$ cat src/verilog/pmrc_defines.vh
// pmrc_defines.vh: constants for the power mode and reset controller.
// assumes a 50 MHz system clock; included by its bare name.
//
// Behaviour
// long key or combo press requests cancellable reset
// host pin edge or write forces reset
// watchdog, undervoltage, overtemperature force reset
// emergency-off edge always gives fast shutdown; code acts on the edge only in active and power-down modes
// per-source bit picks reverse or immediate shutdown
// record reset source; host clears by writing one
// user style one turns long press into POR
// aborted OTP read enters reset, no flags
// assert host reset, then power down to zero
// reset mode keeps only core blocks running
// entering reset clears all pending events; code pulses CLEAR_EVENTS only on entry from shutdown sequencing, not from POR
// leaving reset reloads OTP, keeps log and calendar
// host reset low after cold start, optionally earlier
// self triggers expire; pin triggers must release
// key reset flags, interrupts, waits one second
// stay in reset until supply above upper threshold
// armed power-down-to-RTC enters RTC at slot zero
// armed RTC entered on fault, control bit, POR
// RTC exit on key, wake, tick, reference rise
// unarmed RTC conditions lead to delivery mode
// evaluation mode loads defaults over two-wire
// evaluation drives fault output low per download
// long presses timed by counter against limits
`ifndef PMRC_DEFINES_VH
`define PMRC_DEFINES_VH

// ==========================================================
// modes
`define PMRC_ST_POWERDOWN 4'h0
`define PMRC_ST_ACTIVE 4'h1
`define PMRC_ST_KEY_WAIT 4'h2
`define PMRC_ST_SD_HRST 4'h3
`define PMRC_ST_SD_SEQ 4'h4
`define PMRC_ST_RESET 4'h5
`define PMRC_ST_RTC 4'h6
`define PMRC_ST_DELIVERY 4'h7
`define PMRC_ST_DL1 4'h8
`define PMRC_ST_DL2 4'h9
`define PMRC_ST_POR 4'hA

// ==========================================================
// timing
`define PMRC_CLK_HZ 50000000
`define PMRC_KEY_WAIT_MS 1000
`define PMRC_KEY_WAIT_CYC ((`PMRC_CLK_HZ / 1000) * `PMRC_KEY_WAIT_MS)

// ==========================================================
// fault log bits and reset values
`define PMRC_LOG_KEY 0
`define PMRC_LOG_PIN 1
`define PMRC_LOG_RST 2'h0
`define PMRC_SLOT_RST 4'hF

`endif

$ cat src/verilog/pmrc_top.v
// pmrc_top.v: power mode and reset controller of a power management chip.
// assumes slow pins synchronised here; sequencer, OTP loader and two-wire
// download engine live outside; only DOWNLOAD_DONE is used as a done strobe, SEQ_DONE_UP is left unused.
`include "pmrc_defines.vh"
`timescale 1ns/1ps
`default_nettype none

module pmrc_top #(
   parameter integer KEY_WAIT_CYC = `PMRC_KEY_WAIT_CYC,
   parameter integer LONG_W = 32,
   parameter integer SLOT_W = 4
) (
   input wire CLK_SYS,
   input wire NRST,
   input wire POWER_KEY_N,
   input wire COMBO_KEY_GPIO_A,
   input wire COMBO_KEY_GPIO_B,
   input wire SHUTDOWN_REQUEST_N,
   input wire EMERGENCY_OFF_N,
   input wire CHARGER_WAKE,
   input wire EVAL_ENABLE_PIN,
   input wire [LONG_W-1:0] KEY_LONG_LIMIT,
   input wire [LONG_W-1:0] COMBO_LONG_LIMIT,
   input wire SHUTDOWN_WRITE,
   input wire WATCHDOG_EXPIRED,
   input wire SUPPLY_LOW,
   input wire SUPPLY_ABOVE_UPPER,
   input wire OVER_TEMP,
   input wire FAULT_SHUTDOWN_STYLE,
   input wire HOST_SHUTDOWN_STYLE,
   input wire USER_SHUTDOWN_STYLE,
   input wire HOST_RESET_TIMING_SEL,
   input wire [1:0] LOG_CLEAR,
   input wire OTP_ABORT,
   input wire RTC_ARM,
   input wire RTC_ON_POWERDOWN,
   input wire RTC_ON_SHUTDOWN,
   input wire POWERDOWN_REQ,
   input wire REF_BELOW_POR,
   input wire REF_ABOVE_WAKE,
   input wire RTC_TICK_ALARM,
   input wire WAKE_REQ,
   input wire [SLOT_W-1:0] SEQ_SLOT,
   input wire SEQ_DONE_UP,
   input wire DOWNLOAD_DONE,
   output reg HOST_RESET_N,
   output reg IRQ_N,
   output reg [1:0] FAULT_LOG,
   output reg SYSTEM_DOMAIN_ON,
   output reg SEQ_DOWN_REVERSE,
   output reg SEQ_DOWN_IMMEDIATE,
   output reg CORE_REGULATOR_ON,
   output reg CORE_REGULATOR_LOW,
   output reg BLOCKS_ENABLED,
   output reg RESET_KEEP_ON,
   output reg CLEAR_EVENTS,
   output reg OTP_RELOAD,
   output reg FULL_POR,
   output reg EVAL_MODE,
   output reg CONFIG_WRITE_BLOCK,
   output reg FAULT_OUTPUT_PIN,
   output reg SUPPLY_FAULT_N,
   output reg [3:0] MODE
);

   // ==========================================================
   // pin synchronisers, three stages, last two must agree
   localparam integer NPIN = 7;
   wire [NPIN-1:0] pin_raw = {EVAL_ENABLE_PIN, CHARGER_WAKE,
      EMERGENCY_OFF_N, SHUTDOWN_REQUEST_N, COMBO_KEY_GPIO_B,
      COMBO_KEY_GPIO_A, POWER_KEY_N};
   reg [NPIN-1:0] s1;
   reg [NPIN-1:0] s2;
   reg [NPIN-1:0] s3;
   reg [NPIN-1:0] pin;
   reg [NPIN-1:0] pin_d;
   // idle levels: power key, shutdown and off high; combo, wake, strap low
   localparam [NPIN-1:0] PIN_IDLE = 7'h19;

   always @(posedge CLK_SYS or negedge NRST) begin
      if (!NRST) begin
         s1 <= PIN_IDLE;
         s2 <= PIN_IDLE;
         s3 <= PIN_IDLE;
         pin <= PIN_IDLE;
         pin_d <= PIN_IDLE;
      end else begin
         s1 <= pin_raw;
         s2 <= s1;
         s3 <= s2;
         pin <= (s2 & s3) | (pin & (s2 | s3));
         pin_d <= pin;
      end
   end

   wire key_down = ~pin[0];
   wire combo_on = pin[1] & pin[2];
   wire sdn_fall = pin_d[3] & ~pin[3];
   wire off_fall = pin_d[4] & ~pin[4];
   wire sdn_low = ~pin[3];
   wire off_low = ~pin[4];
   wire charger_wake = pin[5];
   wire eval_pin = pin[6];

   // pins and strap read as idle until the synchronisers have filled,
   // so reset mode must not be left before then
   reg [2:0] settle;
   wire pins_settled = (settle == 3'h7);

   always @(posedge CLK_SYS or negedge NRST) begin
      if (!NRST) begin
         settle <= 3'h0;
      end else if (!pins_settled) begin
         settle <= settle + 3'h1;
      end
   end

   // ==========================================================
   // long press counters
   reg [LONG_W-1:0] key_cnt;
   reg [LONG_W-1:0] combo_cnt;
   reg key_long;
   reg combo_long;

   function [LONG_W-1:0] count_up;
      input active;
      input [LONG_W-1:0] cnt;
      begin
         if (!active)
            count_up = {LONG_W{1'b0}};
         else if (cnt == {LONG_W{1'b1}})
            count_up = cnt;
         else
            count_up = cnt + {{(LONG_W-1){1'b0}}, 1'b1};
      end
   endfunction

   always @(posedge CLK_SYS or negedge NRST) begin
      if (!NRST) begin
         key_cnt <= {LONG_W{1'b0}};
         combo_cnt <= {LONG_W{1'b0}};
         key_long <= 1'b0;
         combo_long <= 1'b0;
      end else begin
         key_cnt <= count_up(key_down, key_cnt);
         // combo shutdown is ignored while the pins serve two-wire
         combo_cnt <= count_up(combo_on & ~EVAL_MODE, combo_cnt);
         key_long <= key_down && (key_cnt == KEY_LONG_LIMIT);
         combo_long <= (combo_on & ~EVAL_MODE) &&
            (combo_cnt == COMBO_LONG_LIMIT);
      end
   end
   wire user_long = key_long | combo_long;

   // ==========================================================
   // mode machine
   localparam [2:0] SRC_NONE = 3'h0;
   localparam [2:0] SRC_USER = 3'h1;
   localparam [2:0] SRC_HOST = 3'h2;
   localparam [2:0] SRC_FAULT = 3'h3;
   localparam [2:0] SRC_OFF = 3'h4;
   localparam [2:0] SRC_RTC = 3'h5;

   reg [3:0] state;
   reg [3:0] next_state;
   reg [2:0] src;
   reg [2:0] next_src;
   reg [LONG_W-1:0] wait_cnt;
   reg dl_second;
   reg fast;
   reg next_fast;
   reg off_seen;
   reg sdn_seen;

   wire in_active = (state == `PMRC_ST_ACTIVE) ||
      (state == `PMRC_ST_POWERDOWN);
   wire host_trig = sdn_fall | SHUTDOWN_WRITE;
   wire fault_trig = WATCHDOG_EXPIRED | SUPPLY_LOW | OVER_TEMP;
   wire rtc_cond = SUPPLY_LOW | RTC_ON_SHUTDOWN | REF_BELOW_POR;
   wire rtc_exit = key_down | charger_wake | RTC_TICK_ALARM | REF_ABOVE_WAKE;
   wire slot_zero = (SEQ_SLOT == {SLOT_W{1'b0}});
   wire wait_done = (wait_cnt == KEY_WAIT_CYC[LONG_W-1:0]);
   // pin triggers hold reset until the outside releases them
   wire pins_held = off_low | sdn_low;
   wire rtc_target = RTC_ARM ? 1'b1 : 1'b0;

   always @* begin
      next_state = state;
      next_src = src;
      next_fast = fast;
      case (state)
         `PMRC_ST_POWERDOWN, `PMRC_ST_ACTIVE: begin
            if (off_fall) begin
               next_src = SRC_OFF;
               next_fast = 1'b1;
               next_state = `PMRC_ST_SD_HRST;
            end else if (fault_trig & ~(RTC_ARM & SUPPLY_LOW)) begin
               next_src = SRC_FAULT;
               next_fast = FAULT_SHUTDOWN_STYLE;
               next_state = `PMRC_ST_SD_HRST;
            end else if (host_trig) begin
               next_src = SRC_HOST;
               next_fast = HOST_SHUTDOWN_STYLE;
               next_state = `PMRC_ST_SD_HRST;
            end else if (rtc_cond) begin
               next_src = SRC_RTC;
               next_fast = 1'b0;
               next_state = `PMRC_ST_SD_HRST;
            end else if (user_long) begin
               next_src = SRC_USER;
               next_fast = USER_SHUTDOWN_STYLE;
               next_state = `PMRC_ST_KEY_WAIT;
            end else if (OTP_ABORT) begin
               next_src = SRC_NONE;
               next_fast = 1'b1;
               next_state = `PMRC_ST_SD_HRST;
            end else if (state == `PMRC_ST_POWERDOWN) begin
               if (WAKE_REQ)
                  next_state = EVAL_MODE ? `PMRC_ST_DL2 :
                     `PMRC_ST_ACTIVE;
            end else if (POWERDOWN_REQ) begin
               next_state = `PMRC_ST_POWERDOWN;
            end
         end
         `PMRC_ST_KEY_WAIT: begin
            // host cancels by clearing the key flag inside the window
            if (!FAULT_LOG[`PMRC_LOG_KEY])
               next_state = `PMRC_ST_ACTIVE;
            else if (wait_done)
               next_state = `PMRC_ST_SD_HRST;
         end
         `PMRC_ST_SD_HRST:
            next_state = `PMRC_ST_SD_SEQ;
         `PMRC_ST_SD_SEQ: begin
            if (fast || slot_zero) begin
               if (src == SRC_RTC || (RTC_ON_POWERDOWN && RTC_ARM &&
                     src != SRC_OFF && src != SRC_NONE))
                  next_state = rtc_target ? `PMRC_ST_RTC :
                     `PMRC_ST_DELIVERY;
               else if (src == SRC_USER && USER_SHUTDOWN_STYLE)
                  next_state = `PMRC_ST_POR;
               else
                  next_state = `PMRC_ST_RESET;
            end
         end
         `PMRC_ST_RESET: begin
            if (pins_settled && !pins_held && SUPPLY_ABOVE_UPPER)
               next_state = EVAL_MODE ? `PMRC_ST_DL1 :
                  `PMRC_ST_POWERDOWN;
         end
         `PMRC_ST_DL1: if (DOWNLOAD_DONE)
            next_state = `PMRC_ST_POWERDOWN;
         `PMRC_ST_DL2: if (DOWNLOAD_DONE)
            next_state = `PMRC_ST_ACTIVE;
         `PMRC_ST_RTC, `PMRC_ST_DELIVERY: begin
            if (state == `PMRC_ST_DELIVERY ?
                  (key_down | charger_wake | REF_ABOVE_WAKE) : rtc_exit)
               next_state = `PMRC_ST_POWERDOWN;
         end
         `PMRC_ST_POR:
            next_state = `PMRC_ST_RESET;
         default:
            next_state = `PMRC_ST_RESET;
      endcase
   end

   // ==========================================================
   // state, timers and fault log
   always @(posedge CLK_SYS or negedge NRST) begin
      if (!NRST) begin
         state <= `PMRC_ST_RESET;
         src <= SRC_NONE;
         fast <= 1'b0;
         wait_cnt <= {LONG_W{1'b0}};
         FAULT_LOG <= `PMRC_LOG_RST;
         dl_second <= 1'b0;
         off_seen <= 1'b0;
         sdn_seen <= 1'b0;
      end else begin
         state <= next_state;
         src <= next_src;
         fast <= next_fast;
         if (state == `PMRC_ST_KEY_WAIT && !wait_done)
            wait_cnt <= wait_cnt + {{(LONG_W-1){1'b0}}, 1'b1};
         else if (state != `PMRC_ST_KEY_WAIT)
            wait_cnt <= {LONG_W{1'b0}};
         off_seen <= off_fall;
         sdn_seen <= sdn_fall;
         // a new flag beats a clear arriving in the same cycle
         FAULT_LOG[`PMRC_LOG_KEY] <= (in_active &&
            next_state == `PMRC_ST_KEY_WAIT) | (FAULT_LOG[`PMRC_LOG_KEY] &
            ~LOG_CLEAR[`PMRC_LOG_KEY]);
         FAULT_LOG[`PMRC_LOG_PIN] <= (in_active && sdn_fall) |
            (FAULT_LOG[`PMRC_LOG_PIN] & ~LOG_CLEAR[`PMRC_LOG_PIN]);
         dl_second <= (state == `PMRC_ST_DL2);
      end
   end

   // ==========================================================
   // evaluation mode strap, caught after reset release
   always @(posedge CLK_SYS or negedge NRST) begin
      if (!NRST) begin
         EVAL_MODE <= 1'b0;
      end else if (state == `PMRC_ST_RESET) begin
         EVAL_MODE <= eval_pin;
      end
   end

   // ==========================================================
   // registered outputs
   wire in_reset = (state == `PMRC_ST_RESET);
   wire in_low = (state == `PMRC_ST_RTC) || (state == `PMRC_ST_DELIVERY);
   wire dl = (state == `PMRC_ST_DL1) || (state == `PMRC_ST_DL2);

   always @(posedge CLK_SYS or negedge NRST) begin
      if (!NRST) begin
         HOST_RESET_N <= 1'b0;
         IRQ_N <= 1'b1;
         SYSTEM_DOMAIN_ON <= 1'b0;
         SEQ_DOWN_REVERSE <= 1'b0;
         SEQ_DOWN_IMMEDIATE <= 1'b0;
         CORE_REGULATOR_ON <= 1'b1;
         CORE_REGULATOR_LOW <= 1'b1;
         BLOCKS_ENABLED <= 1'b0;
         RESET_KEEP_ON <= 1'b1;
         CLEAR_EVENTS <= 1'b0;
         OTP_RELOAD <= 1'b0;
         FULL_POR <= 1'b0;
         CONFIG_WRITE_BLOCK <= 1'b0;
         FAULT_OUTPUT_PIN <= 1'b1;
         SUPPLY_FAULT_N <= 1'b1;
         MODE <= `PMRC_ST_RESET;
      end else begin
         MODE <= state;
         // low after cold start; optionally before power down
         HOST_RESET_N <= (state == `PMRC_ST_ACTIVE) ||
            (state == `PMRC_ST_KEY_WAIT) ||
            (state == `PMRC_ST_POWERDOWN && HOST_RESET_TIMING_SEL &&
            !POWERDOWN_REQ);
         IRQ_N <= ~FAULT_LOG[`PMRC_LOG_KEY];
         SYSTEM_DOMAIN_ON <= (state == `PMRC_ST_ACTIVE) ||
            (state == `PMRC_ST_KEY_WAIT) || dl_second;
         SEQ_DOWN_REVERSE <= (state == `PMRC_ST_SD_SEQ) && !fast;
         SEQ_DOWN_IMMEDIATE <= (state == `PMRC_ST_SD_SEQ) && fast;
         CORE_REGULATOR_ON <= !in_low;
         CORE_REGULATOR_LOW <= in_reset;
         BLOCKS_ENABLED <= !in_reset && !in_low;
         RESET_KEEP_ON <= in_reset || !in_low;
         CLEAR_EVENTS <= (state == `PMRC_ST_SD_SEQ) &&
            (next_state == `PMRC_ST_RESET);
         // log and calendar live outside the reload set
         OTP_RELOAD <= in_reset && (next_state != `PMRC_ST_RESET) &&
            !EVAL_MODE;
         FULL_POR <= (state == `PMRC_ST_POR);
         CONFIG_WRITE_BLOCK <= EVAL_MODE;
         SUPPLY_FAULT_N <= ~(dl && EVAL_MODE);
         FAULT_OUTPUT_PIN <= EVAL_MODE ? ~(dl && EVAL_MODE) :
            ~SUPPLY_LOW;
      end
   end

   // self-expiring triggers need no holding state here
   wire unused_ok = off_seen | sdn_seen | SEQ_DONE_UP;

endmodule // pmrc_top

`default_nettype wire
$ cat config.mk
export PLATFORM = sky130hd
export DESIGN_NAME = pmrc_top
export DESIGN_NICKNAME = d
export VERILOG_FILES = /design/src/verilog/pmrc_top.v
export VERILOG_INCLUDE_DIRS = /design/src /design/src/verilog
export SDC_FILE = /design/constraint.sdc
export NUM_CORES = 1
export LEC_CHECK = 0
export BUFFER_PORTS_ARGS = -buffer_cell sky130_fd_sc_hd__buf_2
export CORE_ASPECT_RATIO = 0.5
export CORE_MARGIN = 3
export CORE_UTILIZATION = 57
export CTS_CLUSTER_DIAMETER = 40
export DETAILED_ROUTE_END_ITERATION = 10
export PLACE_DENSITY_LB_ADDON = 0.15
export SYNTH_ARGS = -nofsm -noshare
export SYNTH_HDL_FRONTEND = slang
export SYNTH_SLANG_ARGS = --single-unit
$ cat constraint.sdc
create_clock -name CLK_SYS -period 2.6 [get_ports CLK_SYS]
set_input_delay 0.26 -clock CLK_SYS [delete_from_list [all_inputs] [get_ports CLK_SYS]]
set_output_delay 0.26 -clock CLK_SYS [all_outputs]
set_load 0.02 [all_outputs]
== Yosys cells after proc, flatten, opt, wreduce, memory -nomap -nowiden ==
Cells that the tools add are included.
Cells by class
  mux-type cells: 43
  reduce and logical (&&, ||, !) cells: 44
  add/subtract/negate cells: 4
  bitwise logic cells: 35
  equality and inequality tests: 25
Operators by type and width (count)
  $mux W32: 6
  $add A32 B1 Y32 const B: 3
  $mux W4: 20
  $eq A32 B32 Y1: 2
  $eq A32 B32 Y1 const B: 2
  $eq A32 B26 Y1 const B: 1
  $pmux W4 S8: 1
  $eq A4 B3 Y1 const B: 5
  $logic_and A1 B1 Y1: 20
  $mux W3: 6
  $and A7 B7 Y7: 2
  $or A7 B7 Y7: 2
  $or A1 B1 Y1: 13
  $eq A4 B2 Y1 const B: 3
  $eq A4 B4 Y1 const B: 3
  $mux W1: 10
  $not A1 Y1: 10
  $logic_or A1 B1 Y1: 9
  $and A1 B1 Y1: 8
  $logic_not A4 Y1: 2
  $logic_not A1 Y1: 7
  $eq A3 B3 Y1 const B: 2
  $reduce_bool A6 Y1: 1
  $eq A4 B1 Y1 const B: 1
  10 further kinds: 12
Word-level totals
  flip-flop bits (word level): 165
  input port bits: 99

== Depth between registers and ports, before layout ==
  depth in word-level cells: 13
  depth in mapped cells: 9
  gate-level depth less buffers: 8

== Least setup slack after synthesis ==
No wires, ideal clock.
  path kind: register to register
  start point: register EVAL_MODE
  end point: register combo_cnt[31]
  data required time: 2.475 ns
  arrival: 2.284 ns
  stages on the path, launching flop included: 9
  setup slack: 0.191 ns
  clock period less this slack: 2.409 ns
  cell sequence: dfrtp_1 -> nand3b_4 -> or4_1 -> buf_2 -> or4_4 -> buf_6 -> nand4_2 -> nor2_1 -> mux2_4
On the way
  cells in the longest elaborated chain, start to end: 3
  elaborated cells between the ends (all ways): 4
  those cells by class: eq/ne (1); mux (1); bitwise (2)
Ends and longest elaborated chain
  from (decl): line pmrc_top.v:59  | output reg EVAL_MODE,
  from (signal assigned): line pmrc_top.v:305  | EVAL_MODE <= eval_pin;
  $not A1 Y1 *: line pmrc_top.v:147  | combo_cnt <= count_up(combo_on & ~EVAL_MODE, combo_cnt);
  $and A1 B1 Y1 *: line pmrc_top.v:147
  $ne A2 B2 Y1 (no line) / $mux W32 (equally long branches)
  to (signal assigned): line pmrc_top.v:141  | combo_cnt <= {LONG_W{1'b0}};
  to (signal assigned): line pmrc_top.v:147
  to (decl): line pmrc_top.v:121  | reg [LONG_W-1:0] combo_cnt;
Mark *: on every way between the ends. The rest lies on a longest branch, timed or not.
A chain may end at the register's enable or synchronous reset.

== Final worst setup path ==
  start point: register combo_cnt[24]
  end point: register combo_cnt[31]
On the way
  cells in the longest elaborated chain, start to end: 3
  elaborated cells between the ends (all ways): 5
  those cells by class: add/sub (1); eq/ne (2); mux (2)
Ends and longest elaborated chain
  $add A32 B1 Y32: line pmrc_top.v:134  | count_up = cnt + {{(LONG_W-1){1'b0}}, 1'b1};
  $mux W32: line pmrc_top.v:131  | else if (cnt == {LONG_W{1'b1}})
  $mux W32: line pmrc_top.v:129  | if (!active)
Several ways; a longest one is shown, not always the timed one. The select of a mux whose other input is x is not followed.

==> tab_implementation.tex <==
\begin{tabular}{lr}
\hline
Metric & Value \\
\hline
\multicolumn{2}{l}{\textbf{Status}} \\
Status & completed \\
\multicolumn{2}{l}{\textbf{Setup path}} \\
Critical Path End Type & register \\
Reg-to-reg endpoint & combo\_cnt[31] \\
Arrival time at the worst endpoint & 2.75 ns \\
Worst R2R Path Depth & 6 \\
WS Path Type & reg2reg \\
Critical Path RT & 2.90 ns \\
Reg-to-Reg Start & combo\_cnt[24] \\
Crit Path Max Fanout & 17 \\
Worst-case register-to-register setup slack & 0.15 ns \\
Critical Path Start Type & register \\
\multicolumn{2}{l}{\textbf{CTS}} \\
Root buffer cell & clkbuf\_16 \\
Hold Buf Count CTS & 8 \\
Inserted Clock Buffers & 17 \\
Post-cts gate resize count & 0 \\
CTS tree & built \\
Maximum buffer depth of the clock tree & 2 \\
Number of post-CTS setup repair buffers & 0 \\
Clock latency at the later pin of the worst-skew pair & 0.42 ns \\
H-tree depth & 4 \\
Clock-pin slew of the registers on the worst-case setup and hold paths & 0.06 ns \\
Num Clock Sinks & 162 \\
\multicolumn{2}{l}{\textbf{Finish}} \\
Final design area excluding fillers & 9690 um2 \\
Layout cell share with drive strength beyond 1 & 22.3\% \\
Antenna Cells & 0 \\
Number of nets in the layout & 1,050 \\
Fill count & 1,026 \\
Area Overhead vs Synth & 20.0\% \\
\multicolumn{2}{l}{\textbf{Placement}} \\
Standard cell area after detailed placement & 8990 um2 \\
HPWL after DPL & 12,800 um \\
Number of port buffers & 119 \\
Post-place setup slack & 0.192 ns \\
Global placer's final weighted congestion & 0.895 \\
\multicolumn{2}{l}{\textbf{Global routing}} \\
Aggregate global routing overflow & 0 \\
Number of global-route vias before repair & 6,248 \\
First-pass GRT wire length & 30,900 um \\
GRT Resource Usage Total & 24.1\% \\
Largest net degree at the start of global routing & 70 \\
Antenna violations before repair & 0 \\
\multicolumn{2}{l}{\textbf{Synth}} \\
Synthesized net count & 907 \\
Number of synthesized register bits & 162 \\
Number of cells produced by synthesis & 802 \\
Cells taking the most area after synthesis & dfrtp\_1 (43\%), xor2\_1 (9.1\%), dfstp\_2 (7.8\%), xnor2\_1 (6.1\%), nor2\_1 (5.0\%) \\
Largest area contributor in the synthesized netlist & dfrtp\_1 \\
Number of enable flip-flop cells after synthesis & 0 \\
Syn avg cell area & 10.1 um2 \\
Most frequently used flop master after synthesis & dfrtp\_1 \\
Sequential fraction of the synthesis area & 50.5\% \\
Count of distinct cell types in the synthesized netlist & 58 \\
Portion of synthesized cell area occupied by the leading cell type & 42.7\% \\
Total number of yosys warnings & 0 \\
Share of synthesized registers carrying an async set or reset & 100\% \\
Cell area after synthesis & 8080 um2 \\
\multicolumn{2}{l}{\textbf{Floorplanning}} \\
Initial Utilization & 59.0\% \\
Area of the die & 15,700 um2 \\
Site Rows & 30 \\
Count of boundary I/O pins & 121 \\
Die width & 174 um \\
Die boundary height & 90.2 um \\
Area of the core & 13,700 um2 \\
\multicolumn{2}{l}{\textbf{Run}} \\
Maximum capacitance violations & 0 \\
\multicolumn{2}{l}{\textbf{STA}} \\
Part of the cycle the worst path needs & 94.3\% \\
Total negative slack & 0 ns \\
Worst Max-Slew Pin Slew & 0.703 ns \\
RSZ-0062 raised after global routing & no \\
Max-slew headroom & 53.1\% \\
Final hold violation count & 0 \\
Max frequency & 408 MHz \\
Tightest hold margin & 0.0225 ns \\
Total count of max-transition violations in the final report & 0 \\
Total of endpoints with negative setup slack in the final report & 0 \\
Skew final & 0.0117 ns \\
Time the worst path needs with I/O delays and setup & 2.45 ns \\
Worst path setup slack after routing & 0.149 ns \\
\multicolumn{2}{l}{\textbf{Worst hold path}} \\
Worst min path class & in2reg \\
Cell count of the worst hold path & 2 \\
Start point of the worst min-delay path & LOG\_CLEAR[1] \\
Worst min-delay path endpoint & FAULT\_LOG[1] \\
\multicolumn{2}{l}{\textbf{Route}} \\
First-pass iteration count of the detailed router & 5 \\
DRT antenna net count & 0 \\
Total number of vias & 6,381 \\
Total wire length after detailed routing & 18,100 um \\
Number of DRC markers after the initial detailed-route iteration & 569 \\
Average wire per cell in the routed design & 15.7 um \\
Routed via count divided by cell count & 5.55 \\
Residual DRC count & 0 \\
\multicolumn{2}{l}{\textbf{Power}} \\
Static power due to leakage & 4.29 nW \\
Worst IR Drop VDD & 0.395 mV \\
PwrDens & 706 nW/um2 \\
Overall Power & 6.84 mW \\
\hline
\end{tabular}
==> sequential cells by signal (all words and copies together) (netlist names), 2 cells and up <==
| name | flops |
|---|---|
| state | 4 |
| src | 3 |
| FAULT_LOG | 2 |
| settle | 3 |
| MODE | 4 |
| combo_cnt | 32 |
| s1 | 7 |
| wait_cnt | 32 |
| pin | 7 |
| pin_d | 2 |
| s3 | 7 |
| s2 | 7 |
| key_cnt | 32 |
==> synth_stat cells (2+ instances only) <==
master	count
a31oi_1	2
xnor2_1	56
dfstp_2	24
o211ai_1	2
or3_1	10
and2_1	5
nand3b_1	2
nand4_1	48
o21ai_0	21
mux2_2	5
clkbuf_1	22
or2_2	3
or4_1	5
buf_6	2
nor3b_1	2
a21oi_1	19
inv_1	20
o21bai_1	2
and4_1	11
nand2_1	51
nor4b_1	2
dfrtp_1	138
nor3_1	12
nand3_1	41
nor4_1	16
ha_1	6
xor2_1	84
mux2i_1	3
a211oi_1	6
o22ai_1	3
nand2b_1	6
nor2_1	107
nor2b_1	7
and3_1	27
nor4bb_1	3
maj3_1	7
==> kinds of logic after synthesis <==
group	after synthesis	synth area share, %
AND/OR/NAND/NOR	366	23.9
flip-flops	162	50.5
XOR/XNOR	140	15.2
AO/OA/AOI/OAI	66	4.97
buffers and inverters	46	2.34
adder cells (fa/ha/maj)	13	1.80
multiplexers	9	1.25
==> power breakdown <==
| part | switching, mW | internal (mW) |
|---|---|---|
| Clock | 1.10 | 1.55 |
| Combinational | 0.773 | 0.484 |
| Sequential | 0.137 | 2.79 |
| Total | 2.01 | 4.83 |
==> layer usage <==
layer  up-vias  GRT usage, %  share of wire [%]
li1       3080             -                  -
met5         -             0                  0
met3        15          4.64                5.8
met1      3073          33.7                 46
met2       213          39.0                 47
met4         0          6.22               0.90
==> worst max-delay path by stage <==
stage,from,end,slack (ns),cells after the start
after floorplan,EVAL_MODE,combo_cnt[31],0.19,8
after global placement,combo_cnt[24],combo_cnt[31],0.23,6
after detailed placement,combo_cnt[24],combo_cnt[31],0.19,6
after CTS,combo_cnt[24],combo_cnt[31],0.18,6
after global routing,key_cnt[16],key_cnt[25],0.03,5
final,combo_cnt[24],combo_cnt[31],0.15,6
==> placed cells by master, fill, tap and decap left out, types with 6 or more instances in the layout <==
master         instances
a211oi_1               6
a21oi_1               19
and3_1                27
and4_1                11
buf_2                118
buf_4                 22
clkbuf_16             17
dfrtp_1              138
dfstp_2               24
dlygate4sd3_1          8
ha_1                   6
inv_1                 20
maj3_1                 7
nand2_1               51
nand2b_1               6
nand3_1               41
nand4_1               48
nor2_1               107
nor2b_1                7
nor3_1                12
nor4_1                16
o21ai_0               21
or3_1                 10
xnor2_1               56
xor2_1                84
==> per-stage QoR <==
step | utilization (%) | instances
after floorplan | - | 802
after global placement | 65.6 | 1110
after detailed placement | 65.6 | 1110
after CTS | 70.8 | 1150
after global routing | 70.8 | 1150
final | 70.8 | 1150
==> worst max-delay path, cell delays in order, from the launching register on <==
cell and delay (ns):
dfrtp_1 0.48, nand4_1 0.11, or4_1 0.61, or4_4 0.60
nand4_2 0.16, nor2_1 0.07, mux2_4 0.29
==> cell type report <==
class,count,area [um2],area share (%)
sequential,162,4080,42.1
multi-input combinational,594,3810,39.3
timing repair buffer,150,867,8.94
clock buffer,18,429,4.43
tap,192,240,2.48
clock inverter,14,193,1.99
inverter,20,75.1,0.774
(Power assumes the default switching activity.)
